===== src/hdl/brk_cfg.svh =====
// address breakpoint unit: register map, field positions and constants
`ifndef BRK_CFG_SVH
`define BRK_CFG_SVH

// ---------------------------------------------------------------------
// register indices (byte address = 4 * index)
// ---------------------------------------------------------------------
`define BRK_IDX_WAIT_STAT   16'hfe00
`define BRK_IDX_FLAG_CTRL   16'hfe03
`define BRK_IDX_ADDR_HI     16'hfe09
`define BRK_IDX_ADDR_LO     16'hfe0a
`define BRK_IDX_CTRL_STAT   16'hfe0b
`define BRK_IDX_STOP_STAT   16'hfe0c
`define BRK_IDX_IRQ_STAT    16'hfe0d
`define BRK_IDX_IRQ_MASK    16'hfe0e

// ---------------------------------------------------------------------
// field positions
// ---------------------------------------------------------------------
`define BRK_BIT_ENABLE      7
`define BRK_BIT_ACTIVE      6
`define BRK_BIT_WAIT        1
`define BRK_BIT_PERMIT      7
`define BRK_BIT_STOP        0
`define BRK_BIT_FIXED_ONE   4
`define BRK_IRQ_START       0
`define BRK_IRQ_WAIT        1
`define BRK_IRQ_STOP        2
`define BRK_IRQ_W           3

// ---------------------------------------------------------------------
// reset values and constants
// ---------------------------------------------------------------------
`define BRK_RST_BYTE        8'h00
`define BRK_RST_IRQ         3'h0
`define BRK_WAIT_STAT_FIXED 8'h10
`define BRK_VEC_NORMAL      16'hfffc
`define BRK_VEC_MONITOR     16'hfefc
`define BRK_RST_VEC         16'h0000
`define BRK_RDATA_ZERO      32'h0000_0000

`endif


===== src/hdl/brk_pkg.sv =====
// address breakpoint unit: shared types
package brk_pkg;
  typedef enum logic [1:0] {
    ST_IDLE   = 2'b00,
    ST_PEND   = 2'b01,
    ST_ACTIVE = 2'b10
  } brk_state_t;

  typedef logic [15:0] reg_idx_t;
  typedef logic [7:0]  reg_byte_t;
endpackage


===== src/hdl/brk_reg_if.sv =====
// register access carrier between the bus port and the break core
`timescale 1ns/1ps
interface brk_reg_if;
  logic               wr_en;
  brk_pkg::reg_idx_t  idx;
  brk_pkg::reg_byte_t wdata;
  brk_pkg::reg_byte_t rdata;
  logic               hit;

  modport port
  (
    output wr_en,
    output idx,
    output wdata,
    input  rdata,
    input  hit
  );
  modport regs
  (
    input  wr_en,
    input  idx,
    input  wdata,
    output rdata,
    output hit
  );
endinterface

===== src/hdl/address_breakpoint_unit.sv =====
// address breakpoint unit: break registers, break sequencing, side effects
//
// The APB interface to the registers was left to the implementer.
`timescale 1ns/1ps
`include "brk_cfg.svh"
module address_breakpoint_unit #(
  parameter int                 ADDR_W     = 18,
  // interrupt opcode value; arbitrary default, set by the integrator
  parameter brk_pkg::reg_byte_t SWI_OPCODE = 8'h00
) (
  // clock, reset, enable
  input  wire logic                 clk_i,
  input  wire logic                 rstn_i,
  input  wire logic                 ce_i,
  // apb
  input  wire logic                 psel_i,
  input  wire logic                 penable_i,
  input  wire logic                 pwrite_i,
  input  wire logic [ADDR_W-1:0]    paddr_i,
  input  wire logic [31:0]          pwdata_i,
  output logic      [31:0]          prdata_o,
  output logic                      pready_o,
  output logic                      pslverr_o,
  // processor core
  input  wire logic [15:0]          cpu_addr_i,
  input  wire logic                 cpu_pc_fetch_i,
  input  wire logic                 cpu_last_cycle_i,
  input  wire logic                 return_from_interrupt_i,
  input  wire logic                 in_wait_i,
  input  wire logic                 in_stop_i,
  input  wire logic                 monitor_mode_i,
  // reset pin test level, asynchronous
  input  wire logic                 test_voltage_i,
  // toward the system integration unit
  output logic                      brk_req_o,
  output logic                      swi_inject_o,
  output brk_pkg::reg_byte_t        software_interrupt_opcode_o,
  output logic      [15:0]          vector_addr_o,
  output logic                      stop_wake_o,
  // toward timers and watchdog
  output logic                      timer_halt_o,
  output logic                      capture_inhibit_o,
  output logic                      watchdog_disable_o,
  // interrupt
  output logic                      irq_o
);
  import brk_pkg::*;

  // ---------------------------------------------------------------------
  // state
  // ---------------------------------------------------------------------
  brk_state_t             state_r;
  brk_state_t             state_nxt;
  logic                   break_match_enable_r;
  logic                   break_active_flag_r;
  logic                   break_wait_flag_r;
  logic                   stop_wait_break_flag_r;
  logic                   break_flag_clear_permit_r;
  reg_byte_t              breakpoint_addr_high_r;
  reg_byte_t              breakpoint_addr_low_r;
  logic [`BRK_IRQ_W-1:0]  irq_stat_r;
  logic [`BRK_IRQ_W-1:0]  irq_mask_r;
  logic                   tv_meta_r;
  logic                   tv_sync_r;

  logic                   match;
  logic                   sw_trig;
  logic                   trig;
  logic                   boundary;
  logic                   start;
  logic                   clear_ok;
  logic                   wr_wait_stat;
  logic                   wr_flag_ctrl;
  logic                   wr_addr_hi;
  logic                   wr_addr_lo;
  logic                   wr_ctrl_stat;
  logic                   wr_stop_stat;
  logic                   wr_irq_stat;
  logic                   wr_irq_mask;
  logic [`BRK_IRQ_W-1:0]  irq_event;

  brk_reg_if rw ();

  // ---------------------------------------------------------------------
  // bus port
  // ---------------------------------------------------------------------
  brk_apb_port #(
    .ADDR_W (ADDR_W)
  ) u_apb (
    .clk_i     (clk_i),
    .rstn_i    (rstn_i),
    .ce_i      (ce_i),
    .psel_i    (psel_i),
    .penable_i (penable_i),
    .pwrite_i  (pwrite_i),
    .paddr_i   (paddr_i),
    .pwdata_i  (pwdata_i),
    .prdata_o  (prdata_o),
    .pready_o  (pready_o),
    .pslverr_o (pslverr_o),
    .rw        (rw.port)
  );

  // ---------------------------------------------------------------------
  // address comparison
  // ---------------------------------------------------------------------
  // enabled full compare on fetches
  brk_addr_match #(
    .AW (16)
  ) u_match (
    .cpu_addr_i (cpu_addr_i),
    .brk_addr_i ({breakpoint_addr_high_r, breakpoint_addr_low_r}),
    .pc_fetch_i (cpu_pc_fetch_i),
    .enable_i   (break_match_enable_r),
    .match_o    (match)
  );

  // ---------------------------------------------------------------------
  // write decode
  // ---------------------------------------------------------------------
  assign wr_wait_stat = rw.wr_en && (rw.idx == `BRK_IDX_WAIT_STAT);
  assign wr_flag_ctrl = rw.wr_en && (rw.idx == `BRK_IDX_FLAG_CTRL);
  assign wr_addr_hi   = rw.wr_en && (rw.idx == `BRK_IDX_ADDR_HI);
  assign wr_addr_lo   = rw.wr_en && (rw.idx == `BRK_IDX_ADDR_LO);
  assign wr_ctrl_stat = rw.wr_en && (rw.idx == `BRK_IDX_CTRL_STAT);
  assign wr_stop_stat = rw.wr_en && (rw.idx == `BRK_IDX_STOP_STAT);
  assign wr_irq_stat  = rw.wr_en && (rw.idx == `BRK_IDX_IRQ_STAT);
  assign wr_irq_mask  = rw.wr_en && (rw.idx == `BRK_IDX_IRQ_MASK);

  // ---------------------------------------------------------------------
  // break sequencing
  // ---------------------------------------------------------------------
  // a written one breaks like a match
  assign sw_trig  = wr_ctrl_stat && rw.wdata[`BRK_BIT_ACTIVE];
  // breaks do not nest
  assign trig     = (match || sw_trig) && (state_r == ST_IDLE);
  // wait or stop: no instruction in flight
  assign boundary = cpu_last_cycle_i || in_wait_i || in_stop_i;
  assign start    = (state_nxt == ST_ACTIVE) && (state_r != ST_ACTIVE);
  // wait and stop flag clears inside the break need the permit
  assign clear_ok = (state_r != ST_ACTIVE) || break_flag_clear_permit_r;

  always_comb
  begin
    state_nxt = state_r;
    unique case (state_r)
      ST_IDLE:
      begin
        // start now on a last cycle
        if (trig)
          state_nxt = boundary ? ST_ACTIVE : ST_PEND;
      end
      ST_PEND:
      begin
        if (boundary)
          state_nxt = ST_ACTIVE;
      end
      ST_ACTIVE:
      begin
        if (return_from_interrupt_i)
          state_nxt = ST_IDLE;
      end
      default:
      begin
        state_nxt = ST_IDLE;
      end
    endcase
  end

  always_ff @(posedge clk_i)
  begin
    if (!rstn_i)
      state_r <= ST_IDLE;
    else if (ce_i)
      state_r <= state_nxt;
  end

  // ---------------------------------------------------------------------
  // test voltage synchroniser
  // ---------------------------------------------------------------------
  always_ff @(posedge clk_i)
  begin
    if (!rstn_i)
    begin
      tv_meta_r <= 1'b0;
      tv_sync_r <= 1'b0;
    end
    else if (ce_i)
    begin
      tv_meta_r <= test_voltage_i;
      tv_sync_r <= tv_meta_r;
    end
  end

  // ---------------------------------------------------------------------
  // control registers
  // ---------------------------------------------------------------------
  always_ff @(posedge clk_i)
  begin
    if (!rstn_i)
    begin
      break_match_enable_r      <= 1'b0;
      break_flag_clear_permit_r <= 1'b0;
    end
    else if (ce_i)
    begin
      if (wr_ctrl_stat)
        break_match_enable_r <= rw.wdata[`BRK_BIT_ENABLE];
      // only the permit bit is stored
      if (wr_flag_ctrl)
        break_flag_clear_permit_r <= rw.wdata[`BRK_BIT_PERMIT];
    end
  end

  always_ff @(posedge clk_i)
  begin
    if (!rstn_i)
    begin
      breakpoint_addr_high_r <= `BRK_RST_BYTE;
      breakpoint_addr_low_r  <= `BRK_RST_BYTE;
    end
    else if (ce_i)
    begin
      if (wr_addr_hi)
        breakpoint_addr_high_r <= rw.wdata;
      if (wr_addr_lo)
        breakpoint_addr_low_r <= rw.wdata;
    end
  end

  // ---------------------------------------------------------------------
  // status flags (a set in the clearing cycle wins)
  // ---------------------------------------------------------------------
  always_ff @(posedge clk_i)
  begin
    if (!rstn_i)
      break_active_flag_r <= 1'b0;
    else if (ce_i)
    begin
      // set on trigger, zero write clears
      if (trig)
        break_active_flag_r <= 1'b1;
      else if (wr_ctrl_stat && !rw.wdata[`BRK_BIT_ACTIVE])
        break_active_flag_r <= 1'b0;
    end
  end

  always_ff @(posedge clk_i)
  begin
    if (!rstn_i)
      break_wait_flag_r <= 1'b0;
    else if (ce_i)
    begin
      if (start && in_wait_i)
        break_wait_flag_r <= 1'b1;
      else if (wr_wait_stat && !rw.wdata[`BRK_BIT_WAIT] && clear_ok)
        break_wait_flag_r <= 1'b0;
    end
  end

  always_ff @(posedge clk_i)
  begin
    if (!rstn_i)
      stop_wait_break_flag_r <= 1'b0;
    else if (ce_i)
    begin
      if (start && in_stop_i)
        stop_wait_break_flag_r <= 1'b1;
      else if (wr_stop_stat && !rw.wdata[`BRK_BIT_STOP] && clear_ok)
        stop_wait_break_flag_r <= 1'b0;
    end
  end

  // ---------------------------------------------------------------------
  // interrupt status and mask
  // ---------------------------------------------------------------------
  assign irq_event[`BRK_IRQ_START] = start;
  assign irq_event[`BRK_IRQ_WAIT]  = start && in_wait_i;
  assign irq_event[`BRK_IRQ_STOP]  = start && in_stop_i;

  always_ff @(posedge clk_i)
  begin
    if (!rstn_i)
    begin
      irq_stat_r <= `BRK_RST_IRQ;
      irq_mask_r <= `BRK_RST_IRQ;
      irq_o      <= 1'b0;
    end
    else if (ce_i)
    begin
      irq_stat_r <= irq_event |
                    (irq_stat_r &
                     ~(wr_irq_stat ? rw.wdata[`BRK_IRQ_W-1:0] : `BRK_RST_IRQ));
      if (wr_irq_mask)
        irq_mask_r <= rw.wdata[`BRK_IRQ_W-1:0];
      irq_o <= |(irq_stat_r & irq_mask_r);
    end
  end

  // ---------------------------------------------------------------------
  // outputs toward core, timers and watchdog
  // ---------------------------------------------------------------------
  always_ff @(posedge clk_i)
  begin
    if (!rstn_i)
    begin
      brk_req_o                   <= 1'b0;
      swi_inject_o                <= 1'b0;
      software_interrupt_opcode_o <= `BRK_RST_BYTE;
      vector_addr_o               <= `BRK_RST_VEC;
      stop_wake_o                 <= 1'b0;
    end
    else if (ce_i)
    begin
      brk_req_o    <= start;
      swi_inject_o <= start;
      software_interrupt_opcode_o <= SWI_OPCODE;
      vector_addr_o <= monitor_mode_i ? `BRK_VEC_MONITOR : `BRK_VEC_NORMAL;
      stop_wake_o  <= start && in_stop_i;
    end
  end

  always_ff @(posedge clk_i)
  begin
    if (!rstn_i)
    begin
      timer_halt_o       <= 1'b0;
      capture_inhibit_o  <= 1'b0;
      watchdog_disable_o <= 1'b0;
    end
    else if (ce_i)
    begin
      timer_halt_o       <= (state_nxt == ST_ACTIVE);
      capture_inhibit_o  <= (state_nxt == ST_ACTIVE);
      // watchdog off only with test level
      watchdog_disable_o <= (state_nxt == ST_ACTIVE) && tv_sync_r;
    end
  end

  // ---------------------------------------------------------------------
  // read mux
  // ---------------------------------------------------------------------
  always_comb
  begin
    rw.rdata = `BRK_RST_BYTE;
    rw.hit   = 1'b1;
    unique case (rw.idx)
      `BRK_IDX_WAIT_STAT:
      begin
        rw.rdata = `BRK_WAIT_STAT_FIXED;
        rw.rdata[`BRK_BIT_WAIT] = break_wait_flag_r;
      end
      `BRK_IDX_FLAG_CTRL:
        rw.rdata[`BRK_BIT_PERMIT] = break_flag_clear_permit_r;
      `BRK_IDX_ADDR_HI:
        rw.rdata = breakpoint_addr_high_r;
      `BRK_IDX_ADDR_LO:
        rw.rdata = breakpoint_addr_low_r;
      `BRK_IDX_CTRL_STAT:
      begin
        rw.rdata[`BRK_BIT_ENABLE] = break_match_enable_r;
        rw.rdata[`BRK_BIT_ACTIVE] = break_active_flag_r;
      end
      `BRK_IDX_STOP_STAT:
        rw.rdata[`BRK_BIT_STOP] = stop_wait_break_flag_r;
      `BRK_IDX_IRQ_STAT:
        rw.rdata[`BRK_IRQ_W-1:0] = irq_stat_r;
      `BRK_IDX_IRQ_MASK:
        rw.rdata[`BRK_IRQ_W-1:0] = irq_mask_r;
      default:
        rw.hit = 1'b0;
    endcase
  end
endmodule


===== src/hdl/brk_addr_match.sv =====
// bitwise comparison of the fetch address against the break address
`timescale 1ns/1ps
module brk_addr_match #(
  parameter int AW = 16
) (
  // compare inputs
  input  wire logic [AW-1:0] cpu_addr_i,
  input  wire logic [AW-1:0] brk_addr_i,
  input  wire logic          pc_fetch_i,
  input  wire logic          enable_i,
  // result
  output logic               match_o
);
  logic [AW-1:0] eq;

  genvar g;
  generate
    for (g = 0; g < AW; g++)
    begin : g_bit
      assign eq[g] = ~(cpu_addr_i[g] ^ brk_addr_i[g]);
    end
  endgenerate

  // only program counter cycles may match
  assign match_o = enable_i & pc_fetch_i & (&eq);
endmodule


===== src/hdl/brk_apb_port.sv =====
// apb slave: one wait state, error when unmapped
`timescale 1ns/1ps
`include "brk_cfg.svh"
module brk_apb_port #(
  parameter int ADDR_W = 18
) (
  // clock and reset
  input  wire logic              clk_i,
  input  wire logic              rstn_i,
  input  wire logic              ce_i,
  // apb
  input  wire logic              psel_i,
  input  wire logic              penable_i,
  input  wire logic              pwrite_i,
  input  wire logic [ADDR_W-1:0] paddr_i,
  input  wire logic [31:0]       pwdata_i,
  output logic      [31:0]       prdata_o,
  output logic                   pready_o,
  output logic                   pslverr_o,
  // register side
  brk_reg_if.port                rw
);
  import brk_pkg::*;

  // elaboration check: the map needs 18 address bits
  if (ADDR_W < 18)
  begin : g_addr_w_chk
    $error("ADDR_W too small for the register map");
  end

  logic access;
  logic aligned;

  assign access   = psel_i & penable_i;
  assign aligned  = (paddr_i[1:0] == 2'b00) && ((paddr_i >> 18) == '0);
  assign rw.idx   = paddr_i[17:2];
  assign rw.wdata = pwdata_i[7:0];
  // writes land on the completing edge only
  assign rw.wr_en = ce_i & access & pready_o & pwrite_i & aligned & rw.hit;

  // ---------------------------------------------------------------------
  // answer one cycle into the access phase
  // ---------------------------------------------------------------------
  always_ff @(posedge clk_i)
  begin
    if (!rstn_i)
    begin
      pready_o  <= 1'b0;
      pslverr_o <= 1'b0;
      prdata_o  <= `BRK_RDATA_ZERO;
    end
    else if (ce_i)
    begin
      pready_o  <= access & ~pready_o;
      pslverr_o <= access & ~pready_o & ~(aligned & rw.hit);
      prdata_o  <= (access && !pready_o && !pwrite_i && aligned && rw.hit)
                   ? {24'h00_0000, rw.rdata} : `BRK_RDATA_ZERO;
    end
  end
endmodule


===== config.mk =====
export PLATFORM = sky130hd
export DESIGN_NAME = address_breakpoint_unit
export DESIGN_NICKNAME = d
export VERILOG_FILES = /design/src/hdl/brk_pkg.sv /design/src/hdl/brk_reg_if.sv /design/src/hdl/address_breakpoint_unit.sv /design/src/hdl/brk_addr_match.sv /design/src/hdl/brk_apb_port.sv
export VERILOG_INCLUDE_DIRS = /design/src /design/src/hdl
export SDC_FILE = /design/constraint.sdc
export NUM_CORES = 1
export LEC_CHECK = 0
export ABC_AREA = 0
export BUFFER_PORTS_ARGS = -buffer_cell sky130_fd_sc_hd__buf_2
export CAP_MARGIN = 30
export CORE_MARGIN = 2
export CORE_UTILIZATION = 40
export CTS_CLUSTER_DIAMETER = 150
export DETAILED_ROUTE_END_ITERATION = 16
export PLACE_DENSITY = 0.69
export SLEW_MARGIN = 20
export SYNTH_ARGS = -nofsm -noshare
export SYNTH_HDL_FRONTEND = slang
export SYNTH_SLANG_ARGS = --single-unit

===== constraint.sdc =====
create_clock -name clk_i -period 3.4 [get_ports clk_i]
set_input_delay 0 -clock clk_i [delete_from_list [all_inputs] [get_ports clk_i]]
set_output_delay 0 -clock clk_i [all_outputs]
set_load 0.01 [all_outputs]

After elaboration in Yosys (flattened, before gate mapping)
Index checks and enable logic that the tools add are counted.

word-level totals
  register bits after elaboration = 86
  bits of input ports = 79
  logic and storage cells = 150
  output and inout bits = 65

cells by class
  equality and inequality tests = 12
  mux-type cells = 20
  reduce and logical (&&, ||, !) cells = 48
  bitwise gates (word level) = 49

operators with widths
  kind                                         number
  16-bit equality test, second input constant  8
  1-bit logical AND                            23
  1-bit inverter                               18
  16-bit AND reduction                         1
  2-bit AND reduction                          8
  1-bit bitwise XOR                            16
  1-bit bitwise AND                            11
  2-bit one-hot mux with 5 select lines        1
  9-bit two-way mux                            1
  3-bit one-hot mux with 3 select lines        1
  2-bit two-way mux                            4
  8-bit two-way mux                            1
  8-bit OR reduction                           1
  1-bit two-way mux                            7
  3-bit bitwise AND                            2
  2-bit one-hot mux with 3 select lines        1
  2-bit nonzero test                           3
  1-bit logical NOT                            5
  1-bit one-hot mux with 5 select lines        1
  2-bit equality test, second input constant   2
  2-bit logical NOT                            2
  1-bit logical OR                             4
  1-bit one-hot mux with 4 select lines        1
  3-bit two-way mux                            1
  other kinds (6)                              6

Logic depth before layout (Yosys ltp)
Gate-level depths: netlist of the first run.

  depth after elaboration = 17
  mapped depth = 7
  depth with buffers taken out = 6

Cells and area by module
A second synthesis of the first run with hierarchy kept.

second synthesis, totals
  cells, all modules = 396
  area total of the unflattened synthesis = 3201.8 µm²

by module, submodules not included
  module                   times used  area an instance (µm²)  cells each
  address_breakpoint_unit  1           2198.4                  275
  brk_apb_port             1           819.5                   99
  brk_addr_match           1           183.9                   22

Worst setup path after synthesis of the first run
OpenSTA, ideal clock, no wires.

  kind = reg-to-reg
  start point = register u_apb.pready_o
  end point = register irq_mask_r[0]
  stages on the path, launching flop included = 7
  data arrival time = 1.465 ns
  data required time = 3.284 ns
  library setup time = 0.116 ns
  path buffers = 0
  path slack = 1.819 ns
  cells stage by stage = dfxtp_1 and4_1 and4_1 nand4_2 nor3b_4 mux2i_1 nor2b_1

on the way
  cells in the longest elaborated chain, start to end = 6

RTL lines
  element                          line                            text
  from (decl)                      brk_apb_port.sv:18              output logic pready_o,
  from (signal assigned)           brk_apb_port.sv:54              pready_o <= access & ~pready_o;
  1-bit bitwise AND (4 in series)  brk_apb_port.sv:39              assign rw.wr_en = ce_i & access & pready_o & pwrite_i & aligned & rw.hit;
  1-bit logical AND                address_breakpoint_unit.sv:128  assign wr_irq_mask = rw.wr_en && (rw.idx == `BRK_IDX_IRQ_MASK);
  2-bit AND reduction (no line)    --
  to (signal assigned)             address_breakpoint_unit.sv:286  irq_mask_r <= `BRK_RST_IRQ;
  to (signal assigned)             address_breakpoint_unit.sv:295  irq_mask_r <= rw.wdata[`BRK_IRQ_W-1:0];
  to (decl)                        address_breakpoint_unit.sv:62   logic [`BRK_IRQ_W-1:0] irq_mask_r;

Every way passes these cells.
A chain may end at the register's enable or synchronous reset.

Worst setup path after layout of the first run
  start point = register u_apb.pready_o
  end point = register irq_stat_r[1]

on the way
  cells in the longest elaborated chain, start to end = 14
  elaborated cells between the ends (all ways) = 18
  those cells by class = eq/ne (1); mux (3); bitwise (7); reduce/logical (7)

RTL lines
  element                                line                            text
  1-bit bitwise AND (*) (4 in series)    brk_apb_port.sv:39
  1-bit logical AND                      address_breakpoint_unit.sv:125  assign wr_ctrl_stat = rw.wr_en && (rw.idx == `BRK_IDX_CTRL_STAT);
  1-bit logical AND                      address_breakpoint_unit.sv:134  assign sw_trig = wr_ctrl_stat && rw.wdata[`BRK_BIT_ACTIVE];
  1-bit logical OR                       address_breakpoint_unit.sv:136  assign trig = (match || sw_trig) && (state_r == ST_IDLE);
  1-bit logical AND                      address_breakpoint_unit.sv:136
  2-bit two-way mux                      address_breakpoint_unit.sv:150  if (trig)
  2-bit one-hot mux with 3 select lines  address_breakpoint_unit.sv:146  unique case (state_r)
  2-bit equality test                    address_breakpoint_unit.sv:139  assign start = (state_nxt == ST_ACTIVE) && (state_r != ST_ACTIVE);
  1-bit logical AND                      address_breakpoint_unit.sv:139
  1-bit logical AND                      address_breakpoint_unit.sv:278  assign irq_event[`BRK_IRQ_WAIT] = start && in_wait_i;
  3-bit OR (*)                           address_breakpoint_unit.sv:291  irq_stat_r <= irq_event |
  to (signal assigned)                   address_breakpoint_unit.sv:285  irq_stat_r <= `BRK_RST_IRQ;
  to (signal assigned)                   address_breakpoint_unit.sv:291
  to (decl)                              address_breakpoint_unit.sv:61   logic [`BRK_IRQ_W-1:0] irq_stat_r;

Every way passes the cells marked *; elsewhere a longest branch is shown, timed or not.

==> out/metrics.yaml, run 1 <==
run_status: "completed"
detailedPlace.worstSlack_ns: 1.565
floorplan.io_pins: 144
p_sw_frac: 0.2616
drt_drc_violations_left: 0
total_grt_overflow: 0
clock_tree.htree_level_count: 2
grt_pass1_wl_um: 10190
met1_routing_resource_usage_after_global_routing: 0.2256
holdBufCountCts: 6
crit_path_start_kind: "flop"
finalPower_uw: 1078
report.final.hold_viol_count: 0
rows: 31
die_w_um: 89.65
antenna_violations_before_repair: 0
maxCapViolCount: 0
grt_pass1_vias: 2108
area_delta_synth_final_pct: 13.56
numCtsBuffers: 5
setup_repair_after_global_routing_missed_its_margin: "no"
detail_route.first_pass.iterations: 4
cp.required_ns: 3.59
buffer_ports.inserted: 85
clock_insertion_delay_worst_skew_ns: 0.30
grtUsageTotal: 0.1645
post_cts_setup_buffer_count: 0
hold_path_class: "input port to flop"
layout-drive-gt1-share: 0.2587
post_dr_vias_cell: 4.888
post-dp-hpwl_um: 5237
ctsLongestPathBuffers: 2
critical_path.endpoint_type: "flop"
syn_area_per_cell_um2: 8.811
tritoncts_clock_tree: "yes"
layout_min_cycle_time_ns: 1.790
cellInternalPower_uw: 796.2
worstPathMaxFanout: 6
critPathKind: "flop to flop"
core_area_um2: 7176
synth.yosys.seq_area_share: 0.3275
powerDensity_nw_per_um2: 323.6
cts.repair.resized: 0
grt_busiest_layer: "met2"
syn_area_um2: 2934
finalSetupViolations: 0
pwr-share-comb: 0.143
numClockSinks: 48
cell_chosen_for_the_clock_root: "sky130_fd_sc_hd__clkbuf_8"
synth_warnings: 0
postRouteWirelength_um: 6811
via_count: 2449
fin_setup_tns_ns: 0
power.switching_uw: 282.1
die_y_um: 89.65
ys.flop_type: "sky130_fd_sc_hd__dfxtp_1"
grt_start_max_net_pins: 43
timing_worst_slew_pin_value_ns: 0.7278
timing.final.max_slew_violations: 0
global_route.usage.met2: 0.2654
relative_slew_margins: 0.5138
antenna_cells: 0
achievable-frequency_ghz: 0.5587
clockPowerShare: 0.326
gate_count_of_the_mapped_netlist: 333
seqPwrFrac: 0.531
worstPathArrival_ns: 1.98
vdd_ir_drop_max_uv: 136.2
route.antenna.remaining_nets: 0
drt-initial-drc-count: 211
timing.clock.skew_ns: 0.007941
layout_worst_path_cycle_share: 0.5265
synth_cell_type_count: 57
power.static_leakage_uw: 0.001548
synth.top_cell.area_share: 0.3275
async_reset_ff_frac: 0
die_area_um2: 8036
gp_routability_congestion: 0.8847
clock_transition_at_path_regs_ns: 0.08
drt-wirelength-per-cell_um: 13.59
cell_taking_the_most_area_after_synthesis: "sky130_fd_sc_hd__dfxtp_1"
use_met3: 0.02834
register_bit_total_from_synthesis: 48
synth_edf_count: 0
floorplan.initialDensity: 0.4089
worst_slack_ns: 1.610
synth_area_leaders: "sky130_fd_sc_hd__dfxtp_1, sky130_fd_sc_hd__buf_4, sky130_fd_sc_hd__mux2i_1, sky130_fd_sc_hd__nor2b_1, sky130_fd_sc_hd__xnor2_1"
nets: 480
==> power groups by stage <==
stage          clock [uW]  sequential [uW]  combinational [uW]
6_report              351              573                 154
5_1_grt               378              574                 174
4_1_cts               360              573                 155
3_5_place_dp            0              586                 149
3_3_place_gp            0              585                 147
2_1_floorplan           0              588                 127
==> worst paths after layout <==
path                   from       endpoint  slack (ns)  depth (start not counted)
max reg2reg  u_apb.pready_o  irq_stat_r[1]        1.61                          6
min               in_stop_i    stop_wake_o       0.006                          3
max          u_apb.pready_o  irq_stat_r[1]        1.61                          6
min reg2reg     stop_wake_o    stop_wake_o        0.46                          2
==> logic make-up after synthesis <==
logic type	after synthesis	synth area share
buffers and inverters	69	0.1527
and+or+nand+nor	112	0.2397
DFF	48	0.3275
muxes	29	0.1002
AOI/OAI and AO/OA	58	0.1309
xor gates and xnor gates	16	0.04776
other	1	0.001278
==> per-stage QoR <==
stage / hold slack (ns) / cell area [um^2] / instances / util
floorplan: 0.1514 / 3058 / 366 / -
detailed placement: 0.2633 / 3182 / 487 / 0.4434
finish: 0.006014 / 3332 / 501 / 0.4643
CTS: 0.002917 / 3332 / 501 / 0.4643
global route: 0.01787 / 3332 / 501 / 0.4643
global placement: 0.2601 / 3182 / 487 / 0.4434
==> cells in the final DEF (no fill, tap or decap), types with 5 or more instances in the layout <==
master,count
sky130_fd_sc_hd__mux2i_1,26
sky130_fd_sc_hd__nor2b_1,28
sky130_fd_sc_hd__o21ai_1,7
sky130_fd_sc_hd__o21ai_0,13
sky130_fd_sc_hd__nor2_1,8
sky130_fd_sc_hd__nand3_1,7
sky130_fd_sc_hd__xnor2_1,16
sky130_fd_sc_hd__dlygate4sd3_1,6
sky130_fd_sc_hd__buf_2,85
sky130_fd_sc_hd__a21oi_1,8
sky130_fd_sc_hd__a21o_1,5
sky130_fd_sc_hd__nand2_1,29
sky130_fd_sc_hd__clkbuf_8,6
sky130_fd_sc_hd__conb_1,34
sky130_fd_sc_hd__dfxtp_1,48
sky130_fd_sc_hd__inv_1,6
==> synth_stat cells (3+ instances only) <==
| cell | instances |
|---|---|
| sky130_fd_sc_hd__a21o_1 | 5 |
| sky130_fd_sc_hd__a21oi_1 | 8 |
| sky130_fd_sc_hd__a32oi_1 | 4 |
| sky130_fd_sc_hd__and3_1 | 4 |
| sky130_fd_sc_hd__and4_1 | 3 |
| sky130_fd_sc_hd__buf_2 | 3 |
| sky130_fd_sc_hd__buf_4 | 49 |
| sky130_fd_sc_hd__clkbuf_1 | 9 |
| sky130_fd_sc_hd__dfxtp_1 | 48 |
| sky130_fd_sc_hd__inv_1 | 6 |
| sky130_fd_sc_hd__mux2_2 | 3 |
| sky130_fd_sc_hd__mux2i_1 | 26 |
| sky130_fd_sc_hd__nand2_1 | 29 |
| sky130_fd_sc_hd__nand3_1 | 7 |
| sky130_fd_sc_hd__nand4_1 | 3 |
| sky130_fd_sc_hd__nor2_1 | 8 |
| sky130_fd_sc_hd__nor2b_1 | 28 |
| sky130_fd_sc_hd__nor3_1 | 3 |
| sky130_fd_sc_hd__nor3b_1 | 3 |
| sky130_fd_sc_hd__nor4_1 | 4 |
| sky130_fd_sc_hd__o21ai_0 | 13 |
| sky130_fd_sc_hd__o21ai_1 | 7 |
| sky130_fd_sc_hd__or3_1 | 3 |
| sky130_fd_sc_hd__xnor2_1 | 16 |
==> cell type report <==
cell class / count / area [um^2]
Clock buffer: 8 / 90.09
Fill cell: 739 / 3844
Inverter: 6 / 22.52
Multi-Input combinational cell: 249 / 1649
Sequential cell: 48 / 960.9
Tap cell: 99 / 123.9
Timing Repair Buffer: 91 / 485.5
==> critical path, cell delays in order (launching register included) <==
cell and delay, ns:
sky130_fd_sc_hd__dfxtp_1 0.42, sky130_fd_sc_hd__and4_1 0.24, sky130_fd_sc_hd__and4_1 0.21, sky130_fd_sc_hd__nand4_2 0.16
sky130_fd_sc_hd__nor3b_1 0.43, sky130_fd_sc_hd__a21o_1 0.18, sky130_fd_sc_hd__o21ai_1 0.05
==> flip-flops by register name, indices dropped and copies added, names as in the netlist, 2 cells and up <==
signal                  flops
breakpoint_addr_high_r      8
u_apb.prdata_o              8
irq_stat_r                  3
state_r                     2
irq_mask_r                  3
vector_addr_o               2
breakpoint_addr_low_r       8
==> per-layer routing <==
metal  routed length (um)  part of all wire
met4                   96             0.014
met5                    0                 0
met2                 3205              0.47
met3                  364             0.053
met1                 3145              0.46
(Power assumes the default switching activity.)
==> inputs of run 2 (changes only) <==
clock period = 1.7 ns   (was 3.4 ns; I/O delays follow)
==> out/metrics.yaml, run 2 (synthesis results as in run 1) <==
total_grt_overflow: 0  # unchanged
layout-drive-gt1-share: 0.2940  # +0.03527
power.switching_uw: 562.9  # +100%
worstPathArrival_ns: 1.82  # -0.16 ns
die_area_um2: 8036  # unchanged
powerDensity_nw_per_um2: 647.2  # +100%
route.antenna.remaining_nets: 0  # unchanged
die_w_um: 89.65  # unchanged
hold_path_class: "input port to flop"
register_area_um2: 962.2  # +0.13%
numClockSinks: 48  # unchanged
final_cells: 514  # +2.6%
floorplan.initialDensity: 0.4089  # unchanged
layout_min_cycle_time_ns: 1.622  # -0.1680 ns
achievable-frequency_ghz: 0.6165  # +10%
pwr-share-comb: 0.149  # +0.006
vdd_ir_drop_max_uv: 287.0  # +110%
cellInternalPower_uw: 1698  # +110%
drt_drc_violations_left: 0  # unchanged
gp_routability_congestion: 0.8477  # -4.2%
post-dp-hpwl_um: 5367  # +2.5%
grt_start_max_net_pins: 42  # -2.3%
r2r_setup_slack_ns: 0.08  # -1.53 ns
drt-wirelength-per-cell_um: 13.69  # +0.71%
timing.final.max_slew_violations: 0  # unchanged
antenna_cells: 0  # unchanged
worstPathMaxFanout: 3  # -3
die_y_um: 89.65  # unchanged
buffer_ports.inserted: 85  # unchanged
critPathLaunch: "u_apb.pready_o"
multiInputGateArea_um2: 1685  # +2.2%
cell_chosen_for_the_clock_root: "sky130_fd_sc_hd__clkbuf_8"
postRouteWirelength_um: 7037  # +3.3%
regToRegStartpoint: "u_apb.pready_o"
critical_path.endpoint_type: "flop"
tritoncts_clock_tree: "yes"
endpoint: "irq_mask_r[2]"
grtUsageTotal: 0.1691  # +0.004528
p_sw_frac: 0.2489  # -0.01265
clock_transition_at_path_regs_ns: 0.08  # about the same
core_area_um2: 7176  # unchanged
maxCapViolCount: 0  # unchanged
mostFrequentLayoutCell: "sky130_fd_sc_hd__buf_2"
power.static_leakage_uw: 0.001629  # +5.2%
reg2regPathDepth: 6  # unchanged
antenna_violations_before_repair: 0  # unchanged
seqPwrFrac: 0.506  # -0.025
grt_pass1_wl_um: 10400  # +2.0%
run_status: "completed"
critPathKind: "flop to flop"
drt-initial-drc-count: 230  # +9.0%
fillers: 712  # -3.7%
numCtsBuffers: 5  # unchanged
layout_worst_path_cycle_share: 0.9541  # +0.4277
grt_pass1_vias: 2271  # +7.7%
finalSetupViolations: 0  # unchanged
nets: 495  # +3.1%
clock_insertion_delay_worst_skew_ns: 0.30  # about the same
ctsLongestPathBuffers: 2  # unchanged
setup_repair_after_global_routing_missed_its_margin: "no"
area_delta_synth_final_pct: 19.06
floorplan.io_pins: 144  # unchanged
rows: 31  # unchanged
timing.clock.skew_ns: 0.004558  # -0.003383 ns
mostFrequentLayoutCells: "sky130_fd_sc_hd__buf_2, sky130_fd_sc_hd__dfxtp_1, sky130_fd_sc_hd__conb_1, sky130_fd_sc_hd__nand2_1, sky130_fd_sc_hd__nor2b_1"
largest_registers: "breakpoint_addr_high_r (8), breakpoint_addr_low_r (8), u_apb.prdata_o (8)"
regToRegEndpoint: "irq_mask_r[2]"
post_dr_vias_cell: 4.874  # -0.30%
cp.required_ns: 1.90  # -1.69 ns
detail_route.first_pass.iterations: 4  # unchanged
fin_setup_tns_ns: 0  # unchanged
crit_path_start_kind: "flop"
place_inst: 500  # +2.7%
clock_tree.htree_level_count: 2  # unchanged
clockPowerShare: 0.345  # +0.019
via_count: 2505  # +2.3%
report.final.hold_viol_count: 0  # unchanged
==> run 2: critical path, stage by stage (launching register included) <==
cell                      delay [ns]
sky130_fd_sc_hd__dfxtp_2        0.34
sky130_fd_sc_hd__and4_4         0.21
sky130_fd_sc_hd__and4_4         0.23
sky130_fd_sc_hd__nand4_4        0.14
sky130_fd_sc_hd__nor3b_4        0.31
sky130_fd_sc_hd__mux2i_1        0.23
sky130_fd_sc_hd__nor2b_1        0.06
==> run 2: timing repair <==
item,CTS,global route
gates resized for setup,1,6
gates cloned,0,0
hold endpoints to repair,11,0
pin swaps,0,2
buffers inserted,0,1
hold buffers,7,0
setup endpoints to repair,3,9
==> run 2: how the worst min path moves through the flow <==
stage | from | endpoint | cells after the start
final | pwdata_i[7] | breakpoint_addr_high_r[7] | 3
after global routing | pwdata_i[7] | break_flag_clear_permit_r | 3
after CTS | pwdata_i[6] | breakpoint_addr_low_r[6] | 3
after detailed placement | monitor_mode_i | vector_addr_o[8] | 3
after global placement | test_voltage_i | tv_meta_r | 3
after floorplan | pwdata_i[0] | stop_wait_break_flag_r | 2
==> run 2: layout make-up <==
class | instances | share of cell area
Inverter | 6 | 0.006447
Clock inverter | 1 | 0.008596
Timing Repair Buffer | 106 | 0.1719
Sequential cell | 48 | 0.2754
Clock buffer | 5 | 0.01970
Tap cell | 99 | 0.03546
Multi-Input combinational cell | 249 | 0.4825
==> run 2: power by group through the flow <==
stage	sequential [uW]	clock, uW	combinational (uW)
6_report	1140	780	336
5_1_grt	1150	849	374
4_1_cts	1140	799	332
3_5_place_dp	1170	0	317
3_3_place_gp	1170	0	313
2_1_floorplan	1180	0	253
==> run 2: stage by stage <==
stage	hold slack (ns)	setup slack (ns)	cell area, um^2	util	total power, uW
after floorplan	0.1514	0.1187	3058	-	1428
after global placement	0.2603	0.03659	3279	0.4570	1483
after detailed placement	0.2632	0.00008671	3279	0.4570	1488
after CTS	0.02306	0.04039	3453	0.4813	2275
after global routing	0.03753	0.0004903	3493	0.4868	2371
final	0.02928	0.07801	3493	0.4868	2261
==> run 2: layer usage <==
metal / up-vias / wire (um) / part of all wire / GRT usage
li1: 1248 / - / - / -
met1: 1147 / 2995 / 0.43 / 0.2092
met2: 94 / 3295 / 0.47 / 0.2721
met5: - / 0 / 0 / 0
met4: 0 / 203 / 0.029 / 0.07327
met3: 16 / 542 / 0.077 / 0.05119
